[src/vssp_pkg.sv]
// Purpose: Shared constants and types of the voice slot serial port.
// Assumes: A 20 MHz system clock and 32-bit APB register access.
// Notes: Each register takes one aligned word; unused bits read as zero.
package vssp_pkg;
    // System clock rate in kHz, used by the bit clock generator.
    localparam int unsigned CLK_KHZ = 20000;
    // Number of voice channels carried at once.
    localparam int NCH = 3;
    // Bits in one slot word and significant bits of a narrow sample.
    localparam int SLOT_BITS = 16;
    localparam int SAMPLE_BITS = 13;
    // Width of the long frame sync pulse in bit periods.
    localparam int LONG_SYNC_BITS = 3;
    // Size of the transport buffer in bytes, reported in the status word.
    localparam logic [10:0] BUF_BYTES = 11'h410;
    // Register byte addresses.
    localparam logic [7:0] ADDR_CTRL = 8'h00;
    localparam logic [7:0] ADDR_SLOT = 8'h04;
    localparam logic [7:0] ADDR_TX0 = 8'h08;
    localparam logic [7:0] ADDR_RX0 = 8'h14;
    localparam logic [7:0] ADDR_STAT = 8'h20;
    // Bit step between the channels' slot fields in the slot register; channel i starts at i times this.
    localparam int SLOT_FIELD_STEP = 8;
    // Reset values.
    localparam logic [15:0] CTRL_RESET = 16'h0000;
    localparam logic [4:0] MAP_RESET = 5'h00;
    localparam logic [15:0] TX_RESET = 16'h0000;

    // Frame rate selection.
    typedef enum logic [1:0] {
        FS_8K = 2'b00,
        FS_16K = 2'b01,
        FS_4K = 2'b10
    } vssp_fs_t;

    // Fill of the three spare bits on transmission.
    typedef enum logic [1:0] {
        FILL_ZERO = 2'b00,
        FILL_ONE = 2'b01,
        FILL_SIGN = 2'b10,
        FILL_PROG = 2'b11
    } vssp_fill_t;

    // Configuration word, the low half of the control register.
    typedef struct packed {
        logic [2:0] fill_val;
        vssp_fill_t fill;
        logic full16;
        logic lsb_first;
        logic right_just;
        logic [2:0] rate_sel;
        vssp_fs_t fs;
        logic long_sync;
        logic master;
        logic enable;
    } vssp_cfg_t;

    // One channel's slot assignment.
    typedef struct packed {
        logic en;
        logic [3:0] slot;
    } vssp_map_t;

    // Link pins that arrive from outside the clock domain.
    typedef struct packed {
        logic bclk;
        logic sync;
        logic din;
    } vssp_pins_t;
endpackage

[src/vssp_sync2.sv]
// Purpose: Two flip-flop synchroniser for link pins.
// Assumes: Inputs are asynchronous to i_clock.
// Notes: The first stage is read only by the second stage.
`timescale 1ns/1ns
module vssp_sync2 #(
    parameter int W = 3
) (
    input wire logic i_clock,
    input wire logic i_rst_n,
    input wire logic [W-1:0] i_async,
    output logic [W-1:0] o_sync
);
    logic [W-1:0] meta; // First stage, may go metastable.

    // Both stages reset to zero; the pins are idle low.
    always_ff @(posedge i_clock or negedge i_rst_n) begin
        if (!i_rst_n) begin
            meta <= '0;
            o_sync <= '0;
        end else begin
            meta <= i_async;
            o_sync <= meta;
        end
    end
endmodule

[src/vssp_bclk_gen.sv]
// Purpose: Master bit clock from the system clock by phase accumulation.
// Assumes: Rate select 0 to 4 stands for 128 to 2048 kHz.
// Notes: Edges jitter by one system clock; the mean rate is exact.
`timescale 1ns/1ns
module vssp_bclk_gen
    import vssp_pkg::*;
(
    input wire logic i_clock,
    input wire logic i_rst_n,
    input wire logic i_run,
    input wire logic [2:0] i_rate_sel,
    output logic o_bclk,
    output logic o_rise,
    output logic o_fall
);
    logic [14:0] acc; // Phase accumulator, below CLK_KHZ.
    logic [14:0] step; // Twice the bit clock rate in kHz.
    logic [15:0] sum;

    // Each overflow of CLK_KHZ is one half period of the bit clock.
    assign step = 15'h0100 << i_rate_sel;
    assign sum = {1'b0, acc} + {1'b0, step};

    // Toggle the clock and pulse the matching edge strobe.
    always_ff @(posedge i_clock or negedge i_rst_n) begin
        if (!i_rst_n) begin
            acc <= '0;
            o_bclk <= 1'b0;
            o_rise <= 1'b0;
            o_fall <= 1'b0;
        end else if (!i_run) begin
            acc <= '0;
            o_bclk <= 1'b0;
            o_rise <= 1'b0;
            o_fall <= 1'b0;
        end else if (sum >= 16'(CLK_KHZ)) begin
            acc <= 15'(sum - 16'(CLK_KHZ));
            o_bclk <= ~o_bclk;
            o_rise <= ~o_bclk;
            o_fall <= o_bclk;
        end else begin
            acc <= sum[14:0];
            o_rise <= 1'b0;
            o_fall <= 1'b0;
        end
    end
endmodule

[src/vssp_core.sv]
// Purpose: Time-slotted voice serial port with an APB register file.
// Assumes: Link pins are asynchronous and pass a two-stage synchroniser.
// Notes: Pin outputs lag their bit clock edge by a few system clocks.
//
// The APB interface to the registers and the address map were chosen for this implementation.
`timescale 1ns/1ns
// Function
// - Master drives clock and sync, slave receives
// - Three channels, each in any of slots 0 to 15
// - 8 kHz: slots follow interface rate
// - 16 kHz: slots follow interface rate
// - Transmit and receive share one slot
// - Data output off on unassigned slots
// - Release output after last-bit falling edge
// - Transparent wideband: 4 kHz sync, 16 bits
// - Codec mode carries 16-bit samples at 16 kHz
// - Short and long sync, master or slave
// - Short sync: one-bit high pulse per frame
// - Slave short sync: first bit next rise
// - Long sync: three bits from slot zero
// - Thirteen sample bits, configurable place and order
// - Spare bits ignored in, filled out
// - Reset format: left justified, MSB first
// - Transport buffer holds 1040 bytes
module vssp_core
    import vssp_pkg::*;
(
    input wire logic i_clock,
    input wire logic i_rst_n,
    input wire logic i_psel,
    input wire logic i_penable,
    input wire logic i_pwrite,
    input wire logic [7:0] i_paddr,
    input wire logic [31:0] i_pwdata,
    output logic [31:0] o_prdata,
    output logic o_pready,
    output logic o_pslverr,
    input wire vssp_pkg::vssp_pins_t i_pins,
    output logic o_bclk,
    output logic o_bclk_oe,
    output logic o_sync,
    output logic o_sync_oe,
    output logic o_dout,
    output logic o_dout_oe
);
    import vssp_pkg::*;

    ////////////////////////////////////////////////////////////////////////
    // Registers and link state.
    vssp_cfg_t cfg; // Control register.
    vssp_map_t chmap [NCH]; // Slot assignment per channel.
    logic [15:0] tx_data [NCH]; // Sample to send per channel.
    logic [15:0] rx_data [NCH]; // Last sample received per channel.
    logic [15:0] frame_cnt; // Frames seen since enable.
    logic cfg_written; // Control written since reset.
    vssp_pins_t pins_s; // Synchronised pins.
    logic bclk_prev; // Last synchronised slave clock level.
    logic sync_prev; // Sync level at the previous falling edge.
    logic slave_lock; // Slave has seen a frame sync since enable.
    logic gen_bclk, gen_rise, gen_fall;
    logic rise_evt, fall_evt; // One-cycle bit clock edge strobes.
    logic [8:0] bit_cnt; // Bit position within the frame.
    logic [8:0] next_cnt;
    logic [8:0] frame_last;
    logic [9:0] frame_bits;
    logic [NCH-1:0] hit_next, hit_cur;
    logic [1:0] ch_next; // Channel driving the coming bit.
    logic [15:0] tx_word;
    logic [15:0] rx_shift, next_shift;
    logic [3:0] bit_pos;
    logic run_master, run_slave;
    logic wr_en, rd_en;
    logic [31:0] rd_data;
    logic addr_ok;

    ////////////////////////////////////////////////////////////////////////
    // Pin synchroniser and bit clock source.
    vssp_sync2 #(.W(3)) u_sync (
        .i_clock(i_clock),
        .i_rst_n(i_rst_n),
        .i_async(i_pins),
        .o_sync(pins_s)
    );

    assign run_master = cfg.enable & cfg.master;
    assign run_slave = cfg.enable & ~cfg.master;

    // Clock rate in kHz equals the selected interface rate.
    vssp_bclk_gen u_bclk (
        .i_clock(i_clock),
        .i_rst_n(i_rst_n),
        .i_run(run_master),
        .i_rate_sel(cfg.rate_sel),
        .o_bclk(gen_bclk),
        .o_rise(gen_rise),
        .o_fall(gen_fall)
    );

    // Slave edges are found from the synchronised clock pin.
    always_ff @(posedge i_clock or negedge i_rst_n) begin
        if (!i_rst_n) begin
            bclk_prev <= 1'b0;
        end else begin
            bclk_prev <= pins_s.bclk;
        end
    end

    // Edge strobes come from whichever side owns the clock.
    assign rise_evt = run_master ? gen_rise : (run_slave & pins_s.bclk & ~bclk_prev);
    assign fall_evt = run_master ? gen_fall : (run_slave & ~pins_s.bclk & bclk_prev);

    // Clock and sync pins are driven only as master.
    always_ff @(posedge i_clock or negedge i_rst_n) begin
        if (!i_rst_n) begin
            o_bclk_oe <= 1'b0;
            o_sync_oe <= 1'b0;
        end else begin
            o_bclk_oe <= run_master;
            o_sync_oe <= run_master;
        end
    end
    assign o_bclk = gen_bclk;

    ////////////////////////////////////////////////////////////////////////
    // Frame geometry: bits per frame is rate over frame rate.
    always_comb begin
        unique case (cfg.fs)
            FS_16K: frame_bits = 10'h008 << cfg.rate_sel;
            FS_4K: frame_bits = 10'h020 << cfg.rate_sel;
            default: frame_bits = 10'h010 << cfg.rate_sel;
        endcase
    end
    assign frame_last = 9'(frame_bits - 10'h001);
    assign next_cnt = (bit_cnt >= frame_last) ? 9'h000 : 9'(bit_cnt + 9'h001);
    assign bit_pos = bit_cnt[3:0];

    // The bit counter steps on each rise; a slave realigns on sync.
    always_ff @(posedge i_clock or negedge i_rst_n) begin
        if (!i_rst_n) begin
            bit_cnt <= '0;
            sync_prev <= 1'b0;
            frame_cnt <= '0;
        end else if (!cfg.enable) begin
            bit_cnt <= '0;
            sync_prev <= 1'b0;
            frame_cnt <= '0;
        end else if (rise_evt) begin
            bit_cnt <= next_cnt;
            if (next_cnt == 9'h000) begin
                frame_cnt <= frame_cnt + 16'h0001;
            end
        end else if (fall_evt) begin
            sync_prev <= pins_s.sync;
            if (run_slave && pins_s.sync && !sync_prev) begin
                // Short sync: the next rise starts bit zero.
                // Long sync: this bit already is bit zero; the first frame
                // after lock-in loses its opening bit.
                if (cfg.long_sync) begin
                    bit_cnt <= '0;
                end else begin
                    bit_cnt <= frame_last;
                end
            end
        end
    end

    // Master sync: short marks the bit before slot zero, long bits 0..2.
    always_ff @(posedge i_clock or negedge i_rst_n) begin
        if (!i_rst_n) begin
            o_sync <= 1'b0;
        end else if (!run_master) begin
            o_sync <= 1'b0;
        end else if (rise_evt) begin
            if (cfg.long_sync) begin
                o_sync <= (next_cnt < 9'(LONG_SYNC_BITS));
            end else begin
                o_sync <= (next_cnt == frame_last);
            end
        end
    end

    ////////////////////////////////////////////////////////////////////////
    // Slot matching, the same slot serving both directions.
    genvar gi;
    generate
        for (gi = 0; gi < NCH; gi++) begin : g_ch
            assign hit_next[gi] = chmap[gi].en && ({1'b0, chmap[gi].slot} == next_cnt[8:4]);
            assign hit_cur[gi] = chmap[gi].en && ({1'b0, chmap[gi].slot} == bit_cnt[8:4]);

            // A finished word is unpacked into its channel.
            always_ff @(posedge i_clock or negedge i_rst_n) begin
                if (!i_rst_n) begin
                    rx_data[gi] <= '0;
                end else if (fall_evt && hit_cur[gi] && bit_pos == 4'hf) begin
                    if (cfg.full16) begin
                        rx_data[gi] <= next_shift;
                    end else if (cfg.right_just) begin
                        rx_data[gi] <= {{3{next_shift[12]}}, next_shift[12:0]};
                    end else begin
                        rx_data[gi] <= {{3{next_shift[15]}}, next_shift[15:3]};
                    end
                end
            end
        end
    endgenerate

    // Lowest channel wins if two share a slot.
    always_comb begin
        ch_next = 2'd0;
        for (int i = NCH - 1; i >= 0; i--) begin
            if (hit_next[i]) begin
                ch_next = 2'(i);
            end
        end
    end

    // Build the outgoing word: sample placement and spare-bit fill.
    always_comb begin
        logic [2:0] fill_bits;
        logic [12:0] smp;
        fill_bits = 3'h0;
        smp = tx_data[ch_next][12:0];
        unique case (cfg.fill)
            FILL_ONE: fill_bits = 3'h7;
            FILL_SIGN: fill_bits = {3{smp[12]}};
            FILL_PROG: fill_bits = cfg.fill_val;
            default: fill_bits = 3'h0;
        endcase
        if (cfg.full16) begin
            tx_word = tx_data[ch_next];
        end else if (cfg.right_just) begin
            tx_word = {fill_bits, smp};
        end else begin
            tx_word = {smp, fill_bits};
        end
    end

    // A slave keeps its data pin off until a frame sync has placed its bit count.
    // Before that its slots are guesses, and it could clash with another talker.
    always_ff @(posedge i_clock or negedge i_rst_n) begin
        if (!i_rst_n) begin
            slave_lock <= 1'b0;
        end else if (!run_slave) begin
            slave_lock <= 1'b0;
        end else if (fall_evt && pins_s.sync && !sync_prev) begin
            slave_lock <= 1'b1;
        end
    end

    // Data output changes on rise and lets go after the last fall.
    always_ff @(posedge i_clock or negedge i_rst_n) begin
        if (!i_rst_n) begin
            o_dout <= 1'b0;
            o_dout_oe <= 1'b0;
        end else if (!cfg.enable) begin
            o_dout <= 1'b0;
            o_dout_oe <= 1'b0;
        end else if (rise_evt) begin
            o_dout_oe <= (|hit_next) & (run_master | slave_lock);
            if (cfg.lsb_first) begin
                o_dout <= tx_word[next_cnt[3:0]];
            end else begin
                o_dout <= tx_word[4'hf - next_cnt[3:0]];
            end
        end else if (fall_evt && bit_pos == 4'hf) begin
            o_dout_oe <= 1'b0;
        end
    end

    // Input bits are taken on the fall into their word position.
    always_comb begin
        next_shift = rx_shift;
        if (cfg.lsb_first) begin
            next_shift[bit_pos] = pins_s.din;
        end else begin
            next_shift[4'hf - bit_pos] = pins_s.din;
        end
    end

    always_ff @(posedge i_clock or negedge i_rst_n) begin
        if (!i_rst_n) begin
            rx_shift <= '0;
        end else if (fall_evt && (|hit_cur)) begin
            rx_shift <= next_shift;
        end
    end

    ////////////////////////////////////////////////////////////////////////
    // APB slave: one wait state, write commits with pready.
    assign wr_en = i_psel & i_penable & o_pready & i_pwrite;
    assign rd_en = i_psel & i_penable & ~o_pready;

    // Read mux and address check.
    always_comb begin
        rd_data = '0;
        addr_ok = 1'b0;
        if (i_paddr == ADDR_CTRL) begin
            rd_data = {16'h0000, cfg};
            addr_ok = 1'b1;
        end
        if (i_paddr == ADDR_SLOT) begin
            for (int i = 0; i < NCH; i++) begin
                rd_data[i * SLOT_FIELD_STEP +: 5] = chmap[i];
            end
            addr_ok = 1'b1;
        end
        if (i_paddr == ADDR_STAT) begin
            rd_data = {5'h00, BUF_BYTES, frame_cnt};
            addr_ok = 1'b1;
        end
        for (int i = 0; i < NCH; i++) begin
            if (i_paddr == 8'(ADDR_TX0 + 8'(4 * i))) begin
                rd_data = {16'h0000, tx_data[i]};
                addr_ok = 1'b1;
            end
            if (i_paddr == 8'(ADDR_RX0 + 8'(4 * i))) begin
                rd_data = {16'h0000, rx_data[i]};
                addr_ok = 1'b1;
            end
        end
    end

    // Answer strobe, read data and error flag.
    always_ff @(posedge i_clock or negedge i_rst_n) begin
        if (!i_rst_n) begin
            o_pready <= 1'b0;
            o_prdata <= '0;
            o_pslverr <= 1'b0;
        end else begin
            o_pready <= rd_en;
            if (rd_en) begin
                o_prdata <= i_pwrite ? 32'h0000_0000 : rd_data;
                o_pslverr <= ~addr_ok;
            end else begin
                o_pslverr <= 1'b0;
            end
        end
    end

    // Register writes; reset leaves the default sample format.
    always_ff @(posedge i_clock or negedge i_rst_n) begin
        if (!i_rst_n) begin
            cfg <= vssp_cfg_t'(CTRL_RESET);
            cfg_written <= 1'b0;
            for (int i = 0; i < NCH; i++) begin
                chmap[i] <= vssp_map_t'(MAP_RESET);
                tx_data[i] <= TX_RESET;
            end
        end else if (wr_en) begin
            if (i_paddr == ADDR_CTRL) begin
                cfg <= vssp_cfg_t'(i_pwdata[15:0]);
                cfg_written <= 1'b1;
            end
            for (int i = 0; i < NCH; i++) begin
                if (i_paddr == ADDR_SLOT) begin
                    chmap[i] <= vssp_map_t'(i_pwdata[i * SLOT_FIELD_STEP +: 5]);
                end
                if (i_paddr == 8'(ADDR_TX0 + 8'(4 * i))) begin
                    tx_data[i] <= i_pwdata[15:0];
                end
            end
        end
    end
endmodule

[config.mk]
export PLATFORM = sky130hd
export DESIGN_NAME = vssp_core
export DESIGN_NICKNAME = d
export VERILOG_FILES = /design/src/vssp_pkg.sv /design/src/vssp_sync2.sv /design/src/vssp_bclk_gen.sv /design/src/vssp_core.sv
export SDC_FILE = /design/constraint.sdc
export NUM_CORES = 1
export LEC_CHECK = 0
export BUFFER_PORTS_ARGS = -buffer_cell sky130_fd_sc_hd__buf_2
export CAP_MARGIN = 30
export CELL_PAD_IN_SITES_DETAIL_PLACEMENT = 1
export CELL_PAD_IN_SITES_GLOBAL_PLACEMENT = 2
export CORE_MARGIN = 2
export CORE_UTILIZATION = 43
export CTS_CLUSTER_SIZE = 10
export DETAILED_ROUTE_END_ITERATION = 10
export HOLD_SLACK_MARGIN = 0.02
export PLACE_DENSITY_LB_ADDON = 0.05
export SLEW_MARGIN = 20
export SYNTH_ARGS = -nofsm -noshare
export SYNTH_HDL_FRONTEND = slang
export SYNTH_HIERARCHICAL = 1
export SYNTH_SLANG_ARGS = --single-unit
[constraint.sdc]
create_clock -name i_clock -period 7.4 [get_ports i_clock]
set_input_delay 1.11 -clock i_clock [delete_from_list [all_inputs] [get_ports i_clock]]
set_output_delay 1.11 -clock i_clock [all_outputs]
set_load 0.01 [all_outputs]
Word level (Yosys, flattened, before mapping)
Index checks and enable logic that the tools add are counted.
{"block": "totals", "regBits": 233, "input_bits": 48, "out_inout_bits": 40, "word_cells": 223}
{"block": "op_classes", "addsub": 7, "n_lt_le_gt_ge": 10, "n_eq_ne": 31, "shifts": 4, "muxes": 78, "bitwise_logic": 19, "reduce_logical": 33}
{"op": "$mux W32", "n": 8}
{"op": "$mux W16", "n": 11}
{"op": "$mux W9", "n": 6}
{"op": "$mux W1", "n": 36}
{"op": "$bmux W16 S2", "n": 1}
{"op": "$bwmux W16", "n": 2}
{"op": "$eq A8 B5 Y1 const B", "n": 4}
{"op": "$eq A4 B5 Y1", "n": 6}
{"op": "$mux W15", "n": 2}
{"op": "$logic_and A1 B1 Y1", "n": 20}
{"op": "$lt A4 B5 Y1 const B", "n": 4}
{"op": "$pmux W9 S2", "n": 1}
{"op": "$add A15 B15 Y16", "n": 1}
{"op": "$add A16 B1 Y16 const B", "n": 1}
{"op": "$eq A8 B4 Y1 const B", "n": 2}
{"op": "$ge A16 B15 Y1 const B", "n": 1}
{"op": "$reduce_and A2 Y1", "n": 8}
{"op": "$mux W5", "n": 3}
{"op": "$shl A9 B3 Y15 const A", "n": 1}
{"op": "$sub A15 B15 Y15 const B", "n": 1}
{"op": "$and A1 B1 Y1", "n": 11}
{"op": "$ne A2 B1 Y1 const B", "n": 5}
{"op": "$add A9 B1 Y9 const B", "n": 1}
{"op": "$eq A9 B9 Y1", "n": 1}
{"op": "other kinds (27)", "n": 45}

Logic depth before layout (Yosys ltp)
{"block": "logic_depth", "depth_word": 22, "mapped_depth": 26, "ltp_nobuf": 22}

Hierarchy
The synthesis kept the hierarchy.
{"mod": "vssp_core", "instances": 1, "cells_each": 1189, "area_each_um2": 11770.0, "seq_area_each_um2": 4979.8}
{"mod": "vssp_bclk_gen", "instances": 1, "cells_each": 118, "area_each_um2": 1019.7, "seq_area_each_um2": 325.3}
{"mod": "vssp_sync2", "instances": 1, "cells_each": 6, "area_each_um2": 150.1, "seq_area_each_um2": 150.1}

Worst setup path after synthesis
No wires, ideal clock.
{"block": "synth_timing", "path_kind": "register to register", "start": "register cfg[6] in the netlist's numbering", "end": "register o_dout", "setup_ns": 0.078, "arrival_time_ns": 4.986, "slack_ns": 2.336, "stages_incl_launch_ff": 25, "synth_period_minus_slack_ns": 5.064, "path_cell_list": "dfrtp_1 -> buf_2 -> buf_4 -> or3_1 -> clkbuf_1 -> ha_1 -> xnor2_1 -> ha_1 -> nand4_1 -> o221ai_1 -> o31a_1 -> nor3_4 -> o31a_4 -> buf_6 -> a32o_1 -> o2111ai_1 -> buf_2 -> a211o_1 -> a211oi_2 -> nor3_1 -> mux2i_1 -> mux2i_1 -> or3_1 -> a31oi_1 -> o2bb2ai_1"}
{"block": "synth_between", "elab_chain_len": 22}
{"element": "start, declared", "line": "vssp_core.sv:50", "source": "vssp_cfg_t cfg;"}
{"element": "start signal, assigned", "line": "vssp_core.sv:343", "source": "cfg <= vssp_cfg_t'(CTRL_RESET);"}
{"element": "start signal, assigned", "line": "vssp_core.sv:351", "source": "cfg <= vssp_cfg_t'(i_pwdata[15:0]);"}
{"element": "$shl A5 B3 Y9, or another cell as far along", "line": "vssp_core.sv:130", "source": "default: frame_bits = 10'h010 << cfg.rate_sel;"}
{"element": "$pmux W9 S2 *", "line": "vssp_core.sv:127", "source": "unique case (cfg.fs)"}
{"element": "$sub A9 B1 Y9 *", "line": "vssp_core.sv:133", "source": "assign frame_last = 9'(frame_bits - 10'h001);"}
{"element": "$ge A9 B9 Y1 *", "line": "vssp_core.sv:134", "source": "assign next_cnt = (bit_cnt >= frame_last) ? 9'h000 : 9'(bit_cnt + 9'h001);"}
{"element": "$mux W9 *", "line": "vssp_core.sv:134"}
{"element": "$eq A4 B5 Y1", "line": "vssp_core.sv:187", "source": "assign hit_next[gi] = chmap[gi].en && ({1'b0, chmap[gi].slot} == next_cnt[8:4]);"}
{"element": "$logic_and A1 B1 Y1", "line": "vssp_core.sv:187"}
{"element": "$mux W2 (3 in a row)", "line": "vssp_core.sv:211", "source": "if (hit_next[i]) begin"}
{"element": "[... 4 more ...]"}
{"element": "$pmux W3 S3", "line": "vssp_core.sv:223", "source": "unique case (cfg.fill)"}
{"element": "$mux W16", "line": "vssp_core.sv:231", "source": "end else if (cfg.right_just) begin"}
{"element": "$mux W16", "line": "vssp_core.sv:229", "source": "if (cfg.full16) begin"}
{"element": "$bmux W1 S4 (on tied branches)", "line": "vssp_core.sv:263, vssp_core.sv:261"}
{"element": "$mux W1 (on tied branches)", "line": "vssp_core.sv:263, vssp_core.sv:261"}
{"element": "$mux W1 *", "line": "vssp_core.sv:260", "source": "if (cfg.lsb_first) begin"}
{"element": "$mux W1 *", "line": "vssp_core.sv:258", "source": "end else if (rise_evt) begin"}
{"element": "$mux W1 *", "line": "vssp_core.sv:255", "source": "end else if (!cfg.enable) begin"}
{"element": "end signal, assigned", "line": "vssp_core.sv:261", "source": "o_dout <= tx_word[next_cnt[3:0]];"}
{"element": "end signal, assigned", "line": "vssp_core.sv:263", "source": "o_dout <= tx_word[4'hf - next_cnt[3:0]];"}
{"element": "end, declared", "line": "vssp_core.sv:43", "source": "output logic o_dout,"}
Mark *: on every way between the ends. The rest lies on a longest branch, timed or not. The select of a mux whose other input is x is not followed.
A chain may end at the register's enable or synchronous reset.

Worst setup path in the final report
{"block": "layout_timing", "start": "register cfg[3] in the netlist's numbering", "end": "register o_dout"}
{"block": "layout_between", "elab_chain_len": 22}
{"element": "$eq A2 B2 Y1 or $eq A2 B1 Y1 (tied branches)", "line": "vssp_core.sv:127"}
{"element": "$pmux W9 S2 *", "line": "vssp_core.sv:127"}
{"element": "$sub A9 B1 Y9 *", "line": "vssp_core.sv:133"}
{"element": "$ge A9 B9 Y1 *", "line": "vssp_core.sv:134"}
{"element": "$mux W9 *", "line": "vssp_core.sv:134"}
{"element": "$eq A4 B5 Y1", "line": "vssp_core.sv:187"}
{"element": "$logic_and A1 B1 Y1", "line": "vssp_core.sv:187"}
{"element": "$mux W2 (3 in a row)", "line": "vssp_core.sv:211"}
{"element": "[... 4 more ...]"}
{"element": "$pmux W3 S3", "line": "vssp_core.sv:223"}
{"element": "$mux W16", "line": "vssp_core.sv:231"}
{"element": "$mux W16", "line": "vssp_core.sv:229"}
{"element": "$bmux W1 S4 (on tied branches)", "line": "vssp_core.sv:263, vssp_core.sv:261"}
{"element": "$mux W1 (on tied branches)", "line": "vssp_core.sv:263, vssp_core.sv:261"}
{"element": "$mux W1 *", "line": "vssp_core.sv:260"}
{"element": "$mux W1 *", "line": "vssp_core.sv:258"}
{"element": "$mux W1 *", "line": "vssp_core.sv:255"}
Marks and branches as above.

==> results.yml <==
floorplanning:
  row_count: 63
  ios: 88
  die_area_mm2: 0.03150
  fp.dieH_um: 177.5
  core_area_mm2: 0.02964
  start_util_pct: 43.66
  die_x_um: 177.5
sta:
  rsz0062_at_grt: "no"
  hold_slack_ps: 343.1
  worst_pin_slew_ps: 963.2
  setup-tns-final_ps: 0
  skew_ps: 14.33
  finalHoldViolCount: 0
  setup_viol: 0
  min_period_over_period_pct: 89.79
  max_slew_margin_pct: 35.63
  fmaxAchievable_mhz: 150.5
  period_minus_slack_ps: 6644
  slew_violations: 0
cts:
  root_buffer: "clkbuf_16"
  cts_htree_levels: 1
  cts_hold_buf: 0
  clock_path_buffers: 3
  postCtsSetupBuffers: 0
  numCtsBuffers: 28
  cts_sinks: 218
  cts-resized-gates: 0
  insertion_delay_ps: 550
  clk_pin_slew_worst_paths_ps: 60
  tritoncts: "done"
outcome:
  status: "finished, final reports clean"
synth:
  netlist_area_mm2: 0.01294
  synthMuxAreaShare_pct: 15.13
  syn_avg_cell_area_um2: 9.855
  synthAdderAreaFrac_pct: 1.992
  synth_top_family_by_area: "compound AO/OA/AOI/OAI gates"
  ys_ff_latch: 218
  yosysSeqAreaShare_pct: 42.16
  synth_edf_count: 0
  synth_warnings: 6
  synth-simple-area-share_pct: 14.69
  ys_async_sr_fraction_pct: 100.0
  postSynthCellCount: 1313
  synth_cell_types: 92
  ys.flop_type: "dfrtp_1"
  synth_xor_area_share_pct: 3.191
  synth_compound_area_share_pct: 18.07
critical_path:
  crit_arrival_ps: 7060
  reg2regPathDepth: 22
  reg2reg_slack_ps: 760
  crit_fanout: 23
  path_cells: "inv_1, ha_1, mux2i_1, or3_1, ha_1, xnor2_1, ha_1, nand4_1, o221ai_1, o31a_1, nor3_4, o31a_4, and3_1, o22a_1, o211ai_1, mux2_2, mux2i_1, mux2i_1, a2bb2oi_1, o221ai_1, o211ai_1, o2bb2ai_1"
  critPathCaptureType: "register"
  worstSetupPathType: "register to register"
  r2r_end: "o_dout$_DFFE_PN0N_"
  slowest_stage: "ha_1"
  critPathTopFamily: "compound AO/OA/AOI/OAI gates"
  startpoint_type: "register"
  worstReg2RegStart: "cfg[3]$_DFFE_PN0P_"
  required_ps: 7820
  critPathBufInv: 1
  max_stage_delay_ps: 500
pwr:
  leakage_nw: 6.576
  power_density_mw_per_mm2: 180.2
  vdd_ir_drop_max_v: 0.0001555
hold_path:
  whs_endpoint: "u_sync/o_sync[1]$_DFF_PN0_"
  hold_depth: 0
  hp-class: "register to register"
  min-delay-start: "u_sync/meta[1]$_DFF_PN0_"
finish:
  nNetsFinal: 1418
  area_growth_syn_to_layout_pct: 11.46
  diodes: 0
  drive_gt1_share_pct: 21.73
  final_cells: 1752
  layout_common_cells: "dfrtp_1 (218), mux2_2 (131), nand2_1 (114)"
  fillers: 3359
  layout_commonest_cell: "dfrtp_1"
  ff_latch_area_mm2: 0.005455
  multi_input_area_mm2: 0.006922
drt:
  vias_per_cell: 6.154
  wl_per_cell_um: 24.75
  drtPass1Iterations: 7
  antenna_left: 0
  vias: 10780
  routed_wl_mm: 43.36
  drc: 0
  first_iter_violations: 772
placement:
  dp_cells: 1710
  gp_congestion: 0.9198
  port_buffers: 66
  dpl.hpwl_mm: 31.44
global_route:
  antenna_found_initial: 1
  grt_pass1_vias: 10870
  overflow: 0
  grt_usage_pct: 27.78
  grt_max_degree: 85
  grt_pass1_wl_mm: 66.67
job:
  max_cap_violations: 0
-- through the flow --
step / utilization [%] / setup WS (ps) / cell area, um2 / total power [mW]
floorplan: - / 2336 / 12970 / 1.256
global placement: 45.64 / 1002 / 13530 / 1.314
detailed placement: 45.77 / 926.5 / 13570 / 1.316
CTS: 48.66 / 924.1 / 14420 / 2.628
global route: 48.66 / 445.8 / 14420 / 2.680
finish: 48.66 / 755.7 / 14420 / 2.599
-- worst register-to-register path: stages, from the launching register on --
cell and delay [ps]:
dfrtp_1 420, inv_1 70, ha_1 500, mux2i_1 110, or3_1 320, ha_1 240
xnor2_1 420, ha_1 340, nand4_1 110, o221ai_1 150, o31a_1 350, nor3_4 290
o31a_4 350, and3_1 210, o22a_1 450, o211ai_1 460, mux2_2 410, mux2i_1 430
mux2i_1 230, a2bb2oi_1 190, o221ai_1 200, o211ai_1 130, o2bb2ai_1 140
-- worst max path at each step --
stage	start	to	slack, ps	depth (start not counted)
after floorplan	cfg[6]$_DFFE_PN0P_	o_dout$_DFFE_PN0N_	2340	24
after global placement	cfg[3]$_DFFE_PN0P_	o_dout$_DFFE_PN0N_	1000	22
after detailed placement	cfg[3]$_DFFE_PN0P_	o_dout$_DFFE_PN0N_	930	22
after CTS	cfg[3]$_DFFE_PN0P_	o_dout$_DFFE_PN0N_	920	22
after global routing	cfg[3]$_DFFE_PN0P_	o_dout$_DFFE_PN0N_	450	22
final	cfg[3]$_DFFE_PN0P_	o_dout$_DFFE_PN0N_	760	22
-- routing by layer --
layer / vias up / track usage [%] / part of all wire, %
li1: 4884 / - / -
met1: 5541 / 39.77 / 46
met2: 285 / 44.82 / 46
met3: 72 / 2.871 / 4.6
met4: 0 / 7.480 / 2.8
met5: - / 0 / 0
-- power by group --
group	switching, mW	internal, mW
sequential	0.00489	1.20
combinational	0.0688	0.0221
clock	0.526	0.780
-- flip-flops by register name, indices dropped and copies added, names as in the netlist --
signal,flops
rx_data,48
tx_data,48
o_prdata,22
cfg,16
frame_cnt,16
rx_shift,16
chmap,15
u_bclk/acc,10
bit_cnt,9
u_sync/meta,3
u_sync/o_sync,3
bclk_prev,1
o_dout,1
o_dout_oe,1
o_pready,1
o_pslverr,1
o_sync,1
o_sync_oe,1
slave_lock,1
sync_prev,1
u_bclk/o_bclk,1
u_bclk/o_fall,1
u_bclk/o_rise,1
-- area by class of cell --
class	instances	area share [%]
clock buffer	35	5.249
clock inverter	7	0.6853
inverter	42	1.093
multi-input combinational	969	47.99
sequential	218	37.82
tap	390	3.383
timing repair buffer	91	3.774
-- cells by family (layout without fill, tap and decap cells) --
group | count (synthesis) | after routing
AND/OR/NAND/NOR | 388 | 388
AO/OA/AOI/OAI | 329 | 329
flip-flops | 218 | 218
multiplexers | 177 | 177
buffers and inverters | 135 | 175
XOR/XNOR | 45 | 45
adder cells (fa/ha/maj) | 20 | 20
other | 1 | 10
-- Yosys cell counts, types with 9 or more instances --
cell type / instances / share of area, %
a22oi_1: 12 / 0.70
and2_1: 9 / 0.44
mux2_2: 131 / 11
nor2_1: 93 / 2.7
dfrtp_1: 218 / 42
a221oi_1: 23 / 1.6
nand3_1: 49 / 1.9
clkbuf_1: 59 / 1.7
or3_1: 18 / 0.87
buf_2: 10 / 0.39
a21oi_1: 89 / 3.4
xor2_1: 26 / 1.8
nand4_1: 11 / 0.53
mux2i_1: 43 / 3.3
nand2_1: 114 / 3.3
nor2b_1: 9 / 0.44
xnor2_1: 18 / 1.2
buf_4: 12 / 0.70
o221ai_1: 14 / 0.95
and3_1: 16 / 0.77
o21ai_0: 50 / 1.9
o22ai_1: 25 / 1.2
nor3_1: 22 / 0.85
ha_1: 19 / 1.8
a211oi_1: 12 / 0.70
inv_1: 40 / 1.2
Power figures use the tool's default switching activity.
